$ cat src/verilog/adcph_pkg.sv
// package: constants and types for the parallel host port of the converter
package adcph_pkg;
   // data bus and result widths
   localparam int unsigned RESULT_W   = 10;
   localparam int unsigned BUS_W      = 8;
   localparam int unsigned HI_W       = 2;
   // control byte field position of the acquisition mode select
   localparam int unsigned ACQ_MODE_BIT = 5;
   // clock cycles of conversion and of internally timed acquisition
   localparam int unsigned CONV_CYCLES = 13;
   localparam int unsigned ACQ_CYCLES  = 3;
   localparam int unsigned CNT_W       = 4;
   // on-chip oscillator: period in ns, derived divide from the 20 ns system clock
   localparam int unsigned SYS_PERIOD_NS = 20;
   localparam int unsigned OSC_PERIOD_NS = 240;
   localparam int unsigned OSC_DIV       = OSC_PERIOD_NS / SYS_PERIOD_NS;
   localparam int unsigned DIV_W         = 8;
   // reset values
   localparam logic [BUS_W-1:0]    CFG_RESET    = 8'h00;
   localparam logic [RESULT_W-1:0] RESULT_RESET = 10'h000;

   // sequencer states
   typedef enum logic [1:0] {
      ADCPH_IDLE     = 2'b00,
      ADCPH_ACQ_INT  = 2'b01,
      ADCPH_ACQ_EXT  = 2'b10,
      ADCPH_CONVERT  = 2'b11
   } adcph_state_t;
endpackage : adcph_pkg

$ cat src/verilog/adcph_host_port.sv
// module: byte-wide host port, conversion sequencer and done flag of the converter
// Overview of operation
// RULE1: the 10-bit result reads as two bytes: top two bits at select 1, low eight at 0.
// RULE2: the two lowest data lines carry bits 1:0 with select low and bits 9:8 with select high.
// RULE3: the done flag output goes low when a conversion ends and the result is ready.
// RULE4: a read strobe fall with chip select low drives the selected byte onto the bus.
// RULE5: in internal acquisition a write rise stores the byte and runs acquisition, conversion.
// RULE6: in external acquisition the next write rise ends acquisition, starts conversion.
// RULE7: in external clock mode the host supplies a continuous clock on the clock pin; the bench host model pulses it only inside its tick task.
// RULE8: in internal clock mode the block runs from its own oscillator, ignoring the pin.
// RULE9: with chip select high all eight data lines are released.
// RULE10: the done flag returns high on the first read or on a new control byte write.
// RULE11: every conversion lasts 13 clock cycles in any clock or acquisition mode.
// RULE12: a control byte written during a conversion aborts it and starts a fresh acquisition.
// RULE13: the host writes with the mode bit at 1 to start acquiring, then with it at 0 to convert.
// RULE14: strobe edges while chip select is high are ignored entirely.
`timescale 1ns/1ps
`default_nettype none
module adcph_host_port
   import adcph_pkg::*;
#(
   parameter int unsigned CONV_LEN = CONV_CYCLES,
   parameter int unsigned ACQ_LEN  = ACQ_CYCLES
) (
   // clock and reset
   input  wire  logic                mclk_in,
   input  wire  logic                reset_n_in,
   // host strobes (asynchronous pins)
   input  wire  logic                chip_sel_n_in,
   input  wire  logic                rd_n_in,
   input  wire  logic                wr_n_in,
   input  wire  logic                high_byte_select_in,
   input  wire  logic                conv_clk_in,
   input  wire  logic                int_clk_mode_in,
   // data bus, three signals per line
   input  wire  logic [BUS_W-1:0]    data_in,
   output logic       [BUS_W-1:0]    data_out,
   output logic       [BUS_W-1:0]    data_oe_n_out,
   // conversion core
   input  wire  logic [RESULT_W-1:0] sample_in,
   output logic       [BUS_W-1:0]    config_out,
   output logic                      tracking_out,
   // done flag, active low
   output logic                      conv_done_n_out
);

   // two-stage synchronisers for every host pin; reset and the sample bus are not synchronised
   logic [6+BUS_W-1:0] sync1_ff;
   logic [6+BUS_W-1:0] sync2_ff;
   always_ff @(posedge mclk_in) begin
      sync1_ff <= {chip_sel_n_in, rd_n_in, wr_n_in, high_byte_select_in,
                   conv_clk_in, int_clk_mode_in, data_in};
      sync2_ff <= sync1_ff;
   end
   logic             cs_n_s, rd_n_s, wr_n_s, hbs_s, cclk_s, intclk_s;
   logic [BUS_W-1:0] data_s;
   assign {cs_n_s, rd_n_s, wr_n_s, hbs_s, cclk_s, intclk_s, data_s} = sync2_ff;

   // edge detect history on synchronised strobes
   logic rd_n_d_ff, wr_n_d_ff, cclk_d_ff;
   always_ff @(posedge mclk_in) begin
      if (!reset_n_in) begin
         rd_n_d_ff <= 1'b1;
         wr_n_d_ff <= 1'b1;
         cclk_d_ff <= 1'b0;
      end else begin
         rd_n_d_ff <= rd_n_s;
         wr_n_d_ff <= wr_n_s;
         cclk_d_ff <= cclk_s;
      end
   end
   logic rd_fall, wr_rise;
   assign rd_fall = !cs_n_s && rd_n_d_ff && !rd_n_s;  // RULE4 RULE14
   assign wr_rise = !cs_n_s && !wr_n_d_ff && wr_n_s;  // RULE14

   // on-chip oscillator as an enable pulse from a divider
   logic [DIV_W-1:0] div_ff;
   logic             osc_tick;
   assign osc_tick = (div_ff == DIV_W'(OSC_DIV - 1));
   always_ff @(posedge mclk_in) begin
      if (!reset_n_in) div_ff <= '0;
      else if (osc_tick) div_ff <= '0;
      else div_ff <= div_ff + DIV_W'(1);
   end

   // conversion clock tick: falling edge of pin clock or oscillator tick
   logic conv_tick;
   assign conv_tick = intclk_s ? osc_tick : (cclk_d_ff && !cclk_s);  // RULE8 RULE7

   // control byte store
   logic [BUS_W-1:0] config_ff;
   logic             acq_ext_req;
   assign acq_ext_req = data_s[ACQ_MODE_BIT];
   always_ff @(posedge mclk_in) begin
      if (!reset_n_in) config_ff <= CFG_RESET;
      else if (wr_rise) config_ff <= data_s;  // RULE5
   end
   assign config_out = config_ff;

   // sequencer
   adcph_state_t      state_ff;
   logic [CNT_W-1:0]  cnt_ff;
   logic              conv_end;
   assign conv_end = (state_ff == ADCPH_CONVERT) && conv_tick
                     && (cnt_ff == CNT_W'(CONV_LEN - 1));
   always_ff @(posedge mclk_in) begin
      if (!reset_n_in) begin
         state_ff <= ADCPH_IDLE;
         cnt_ff   <= '0;
      end else if (wr_rise) begin
         cnt_ff <= '0;
         unique case (state_ff)
            ADCPH_ACQ_EXT:
               state_ff <= acq_ext_req ? ADCPH_ACQ_EXT : ADCPH_CONVERT;  // RULE6 RULE13
            default:
               state_ff <= acq_ext_req ? ADCPH_ACQ_EXT : ADCPH_ACQ_INT;  // RULE5 RULE12
         endcase
      end else if (conv_tick) begin
         unique case (state_ff)
            ADCPH_IDLE, ADCPH_ACQ_EXT: cnt_ff <= '0;
            ADCPH_ACQ_INT: begin
               if (cnt_ff == CNT_W'(ACQ_LEN - 1)) begin
                  state_ff <= ADCPH_CONVERT;
                  cnt_ff   <= '0;
               end else cnt_ff <= cnt_ff + CNT_W'(1);
            end
            ADCPH_CONVERT: begin
               if (conv_end) begin  // RULE11
                  state_ff <= ADCPH_IDLE;
                  cnt_ff   <= '0;
               end else cnt_ff <= cnt_ff + CNT_W'(1);
            end
         endcase
      end
   end

   // track/hold indication
   always_ff @(posedge mclk_in) begin
      if (!reset_n_in) tracking_out <= 1'b0;
      else tracking_out <= (state_ff == ADCPH_ACQ_INT) || (state_ff == ADCPH_ACQ_EXT);
   end

   // result latch at end of conversion
   logic [RESULT_W-1:0] result_ff;
   always_ff @(posedge mclk_in) begin
      if (!reset_n_in) result_ff <= RESULT_RESET;
      else if (conv_end && !wr_rise) result_ff <= sample_in;
   end

   // done flag: set wins over a read in the same cycle
   always_ff @(posedge mclk_in) begin
      if (!reset_n_in) conv_done_n_out <= 1'b1;
      else if (wr_rise) conv_done_n_out <= 1'b1;  // RULE10
      else if (conv_end) conv_done_n_out <= 1'b0;  // RULE3
      else if (rd_fall) conv_done_n_out <= 1'b1;  // RULE10
   end

   // byte select function
   function automatic logic [BUS_W-1:0] pick_byte(input logic [RESULT_W-1:0] r,
                                                  input logic hi);
      pick_byte = hi ? {{(BUS_W-HI_W){1'b0}}, r[RESULT_W-1 -: HI_W]}
                     : r[BUS_W-1:0];  // RULE1 RULE2
   endfunction : pick_byte

   // bus drive: enabled from read fall until read rise or chip select rise
   logic drive_ff;
   always_ff @(posedge mclk_in) begin
      if (!reset_n_in) drive_ff <= 1'b0;
      else if (cs_n_s || rd_n_s) drive_ff <= 1'b0;  // RULE9 RULE14
      else if (rd_fall) drive_ff <= 1'b1;  // RULE4
   end
   always_ff @(posedge mclk_in) begin
      if (!reset_n_in) begin
         data_out      <= '0;
         data_oe_n_out <= '1;
      end else begin
         data_out      <= pick_byte(result_ff, hbs_s);
         data_oe_n_out <= {BUS_W{!(drive_ff && !cs_n_s && !rd_n_s)}};  // RULE9
      end
   end

   // checks
   a_bus_release_cs: assert property (@(posedge mclk_in) disable iff (!reset_n_in)
      cs_n_s |=> data_oe_n_out == '1)  // RULE9
      else $error("data bus driven while chip select high");
   a_read_drives_bus: assert property (@(posedge mclk_in) disable iff (!reset_n_in)
      rd_fall ##1 (!cs_n_s && !rd_n_s) |=> data_oe_n_out == '0)  // RULE4
      else $error("read did not drive bus");
   a_byte_select: assert property (@(posedge mclk_in) disable iff (!reset_n_in)
      hbs_s |=> data_out[BUS_W-1:HI_W] == '0)  // RULE1
      else $error("upper byte has nonzero high lines");
   a_low_lines_map: assert property (@(posedge mclk_in) disable iff (!reset_n_in)
      1'b1 |=> data_out[HI_W-1:0] == ($past(hbs_s) ? $past(result_ff[RESULT_W-1 -: HI_W])
                                                   : $past(result_ff[HI_W-1:0])))  // RULE2
      else $error("low data lines wrong");
   a_done_low_end: assert property (@(posedge mclk_in) disable iff (!reset_n_in)
      conv_end && !wr_rise |=> !conv_done_n_out)  // RULE3
      else $error("done flag not set at end");
   a_done_clear: assert property (@(posedge mclk_in) disable iff (!reset_n_in)
      (wr_rise || (rd_fall && !conv_end)) |=> conv_done_n_out)  // RULE10
      else $error("done flag not released");
   a_write_stores: assert property (@(posedge mclk_in) disable iff (!reset_n_in)
      wr_rise |=> config_out == $past(data_s))  // RULE5
      else $error("control byte not stored");
   a_abort_conv: assert property (@(posedge mclk_in) disable iff (!reset_n_in)
      (wr_rise && !acq_ext_req && state_ff == ADCPH_CONVERT)
      |=> state_ff == ADCPH_ACQ_INT)  // RULE12
      else $error("write did not abort conversion");
   a_ext_start: assert property (@(posedge mclk_in) disable iff (!reset_n_in)
      (wr_rise && !acq_ext_req && state_ff == ADCPH_ACQ_EXT)
      |=> state_ff == ADCPH_CONVERT)  // RULE6
      else $error("external acquisition did not convert");
   // conversion ticks counted apart from the sequencer, for the length checks
   logic [CNT_W-1:0] chk_ticks_ff;
   always_ff @(posedge mclk_in) begin
      if (!reset_n_in || (state_ff != ADCPH_CONVERT)) chk_ticks_ff <= '0;
      else if (conv_tick && !wr_rise) chk_ticks_ff <= chk_ticks_ff + CNT_W'(1);
   end
   a_conv_length: assert property (@(posedge mclk_in) disable iff (!reset_n_in)
      conv_end |-> chk_ticks_ff == CNT_W'(CONV_LEN - 1))  // RULE11
      else $error("conversion length wrong");
   a_conv_bound: assert property (@(posedge mclk_in) disable iff (!reset_n_in)
      (state_ff == ADCPH_CONVERT) |-> chk_ticks_ff < CNT_W'(CONV_LEN))  // RULE11
      else $error("conversion ran past its length");
   a_ignore_cs_high: assert property (@(posedge mclk_in) disable iff (!reset_n_in)
      cs_n_s |=> $stable(config_out))  // RULE14
      else $error("write taken with chip select high");
   c_internal_conv: cover property (@(posedge mclk_in)
      state_ff == ADCPH_ACQ_INT ##[1:300] conv_end);
   c_external_conv: cover property (@(posedge mclk_in)
      state_ff == ADCPH_ACQ_EXT ##[1:300] conv_end);
   c_read_after_done: cover property (@(posedge mclk_in) !conv_done_n_out ##[1:50] rd_fall);
   c_abort: cover property (@(posedge mclk_in) state_ff == ADCPH_CONVERT && wr_rise);
endmodule : adcph_host_port
`default_nettype wire

$ cat config.mk
export PLATFORM = sky130hd
export DESIGN_NAME = adcph_host_port
export DESIGN_NICKNAME = d
export VERILOG_FILES = /design/src/verilog/adcph_pkg.sv /design/src/verilog/adcph_host_port.sv
export SDC_FILE = /design/constraint.sdc
export NUM_CORES = 1
export LEC_CHECK = 0
export BUFFER_PORTS_ARGS = -buffer_cell sky130_fd_sc_hd__buf_2
export CAP_MARGIN = 20
export CORE_UTILIZATION = 32
export DETAILED_ROUTE_END_ITERATION = 10
export GPL_TIMING_DRIVEN = 0
export HOLD_SLACK_MARGIN = 0.03
export PLACE_DENSITY = 0.57
export SETUP_SLACK_MARGIN = 0.2
export SLEW_MARGIN = 20
export SYNTH_ARGS = -nofsm -noshare
export SYNTH_HDL_FRONTEND = slang
export SYNTH_SLANG_ARGS = --single-unit
export TNS_END_PERCENT = 20
$ cat constraint.sdc
create_clock -name mclk_in -period 1.95 [get_ports mclk_in]
set_input_delay 0.39 -clock mclk_in [delete_from_list [all_inputs] [get_ports mclk_in]]
set_output_delay 0.39 -clock mclk_in [all_outputs]
set_load 0.03 [all_outputs]
==> impl_results.md <==
- Worst slew pin tran: ~0.59 ns
- Total of warnings raised by yosys: 0
- Filler Cell Count: about 740
- Initial antenna violation count: 0
- Synth async-reset ratio: 0%
- Worst reg2reg path startpoint: div_ff[6]
- Status: finished clean
- CTS tree: done
- Syn Inst Count: 238
- Crit path time final: about 1.8 ns
- Share of layout cells above drive strength 1: between 20% and 30%
- Min-delay src: high_byte_select_in
- Iteration-0 DRC Markers: 60
- Hold Path Class: input pin to flop
- Via count: 1740
- Main synth FF type: dfxtp_1
- Number of global-route vias before repair: around 1600
- DRC errors left: 0
- Worst Clk Skew: between 0.005 and 0.006 ns
- CP Class: flop to flop
- Initial Util: between 30% and 40%
- Leakage: between 0.001 and 0.0015 uW
- Die ar.: between 0.008 and 0.009 sq mm
- Syn avg cell area: approximately 11 sq um
- GRT Total Usage: 11.60%
- Peak VDD IR: between 0.5 and 0.6 mV
- Final core utilization: 42.00%
- Antenna Nets Post-Route: 0
- Drt total wl: 4.386 mm
- Row count: 31
- Final setup vio count: 0
- Drt pass-1 iters: 4
- Fin Setup TNS: 0 ns
- Max Cap Violations: 0
- Synth-to-Final Area Change: 24.13%
- Power per cell area: 901.3 mW/mm^2
- Cts hold-fix bufs: 0
- WHS Path Cells: 1
- CTS Buf Count: 9
- Unrepaired setup endpoints after global routing: yes
- Number of port buffers: ~50
- Dpl hpwl: ~3.0 mm
- Required time worst endpoint: around 2.2 ns
- Critical-path maximum fanout: 7
- Critical path endpoint category: flop
- Clock Latency Late Sink: approximately 0.34 ns
- Die Y: 90.74 um
- Die Wd: about 91 um
- Gr ovfl total: 0
- WL/cell: 10.80 um
- CTS Buffer Depth: 2
- Clock root buffer: clkbuf_8
- CP arrival: roughly 2.1 ns
- Syn Nets: 271
- Number of flops mapped to enable cells by yosys: 0
- R2R depth: 4
- Netlist cell types: 33
- Reg-to-reg slack, setup: about 0.11 ns
- Worst slew margin: roughly three fifths
- #FFs+latches synth: 75
- Crit start category: flop
- Fmax: between 500 and 600 MHz
- Vias per std cell: roughly 4.3
- Gpl congestion: ~0.77
- Seq/Total Area, Yosys: between 50% and 60%
- Largest net degree at the start of global routing: 12
- First-pass GRT wire length: between 7 and 8 mm
- Crit path from: div_ff[6]
- Core footprint: 0.007447 sq mm
- Fin crit share: roughly 95%
- ANT cells: 0
- Endpoint, Worst Hold: sync1_ff[10]
- Clock transition at the registers of the reported paths: roughly 0.070 ns
- Reg-to-reg endpoint: cnt_ff[3]
- # nets final: about 340
- CTS H-tree lvls: 3
- Io pins: 52
- Final Hold Fails: 0
- Post-Syn Area: about 0.0025 sq mm
- Fin. max-slew vios: 0
- Clk sinks: 75
[cell usage after synthesis (4+ instances only)]
| master | instances | area share (%) |
|---|---|---|
| nand3_1 | 4 | 0.79 |
| inv_1 | 5 | 0.74 |
| a21oi_1 | 4 | 0.79 |
| mux2i_1 | 13 | 5.2 |
| nand4b_1 | 4 | 1.4 |
| nand4_1 | 5 | 1.2 |
| nor2_1 | 8 | 1.2 |
| xor2_1 | 4 | 1.4 |
| nand2_1 | 46 | 6.9 |
| nor2b_1 | 5 | 1.2 |
| dfxtp_1 | 75 | 60 |
| clkbuf_1 | 6 | 0.89 |
| and2_1 | 8 | 2.0 |
| buf_4 | 8 | 2.4 |
| ha_1 | 7 | 3.5 |
| a21boi_0 | 8 | 2.4 |
[worst max-delay path: stages, from the launching register on]
cell and delay (ns):
dfxtp_2 0.33, or4_4 0.56, o21a_4 0.27, or4b_1 0.46
a31oi_1 0.15
[how the worst max path moves through the flow]
| stage | to | slack (ns) | cells past startpoint |
|---|---|---|---|
| floorplan | cnt_ff[3] | 0.21 | 4 |
| global placement | div_ff[3] | 0.06 | 3 |
| detailed placement | div_ff[5] | 0.04 | 3 |
| CTS | state_ff[0] | 0.06 | 4 |
| global route | cnt_ff[3] | 0.02 | 4 |
| finish | cnt_ff[3] | 0.11 | 4 |
[per-layer routing]
layer / part of all wire [%] / vias up / track usage [%]
met5: 0 / - / 0
met4: 1.6 / 0 / 5.645
met3: 6.5 / 7 / 5.135
met2: 43 / 52 / 17.55
met1: 49 / 766 / 13.94
li1: - / 915 / -
[per-stage QoR]
stage | hold slack [ns] | area [sq um] | std cells | worst slack (ns) | total power [uW]
finish | 0.1492 | 3128 | 406 | 0.1061 | 2819
global route | 0.1256 | 3128 | 406 | 0.01508 | 2946
CTS | 0.1295 | 3095 | 404 | 0.05598 | 2868
detailed placement | 0.3121 | 2899 | 388 | 0.03507 | 1744
global placement | 0.3103 | 2899 | 388 | 0.06046 | 1742
floorplan | 0.3096 | 2520 | 238 | 0.2127 | 1691
[cells by family after synthesis]
logic type	synth area share [%]
adders and majority gates	3.476
xor gates and xnor gates	2.085
buffers and inverters	4.022
DFF	59.58
AOI/OAI and AO/OA	6.504
muxes	5.164
and+or+nand+nor	19.17
[registers in the layout, summed over array words and instances (netlist names), 2 cells and up]
signal	cells
state_ff	2
result_ff	10
sync2_ff	14
cnt_ff	4
sync1_ff	14
data_out	8
div_ff	8
config_out	8
[cell type report]
class	count	area [sq um]	area share, %
flip-flops and latches	75	1504	48.08
clock inverters	1	5.005	0.1600
well taps	99	123.9	3.960
multi-input cells	144	933.4	29.84
plain buffers	14	86.33	2.760
repair buffers	53	270.3	8.640
inverters	5	18.77	0.6000
clock buffers	15	186.4	5.960
[where the power goes]
| group | leakage, uW | internal (uW) | switching [uW] |
|---|---|---|---|
| Clock | 0.0000997 | 601 | 512 |
| Sequential | 0.000618 | 1580 | 20.5 |
| Combinational | 0.000573 | 48.1 | 60.8 |
[placed cells by master, fill, tap and decap left out, types with 3 or more instances in the layout]
cell,netlist,layout
a21oi_1,4,4
nand4b_1,4,4
and3_1,3,3
and2_1,8,8
nand4_1,5,5
xor2_1,4,4
buf_4,8,9
clkbuf_1,6,8
dfxtp_1,75,73
nand2b_1,3,3
ha_1,7,7
nor2b_1,5,5
clkbuf_8,0,13
or3b_2,3,3
nand3_1,4,4
nor2_1,8,8
nand2_1,46,46
inv_1,5,5
buf_2,0,51
a21boi_0,8,8
mux2i_1,13,13
[timing repair]
action | CTS | global route
endpoints found under the setup margin | 23 | 16
gates cloned | 0 | 1
buffers inserted | 0 | 1
pin swaps | 0 | 5
gates resized for setup | 1 | 10
Power figures use the tool's default switching activity.
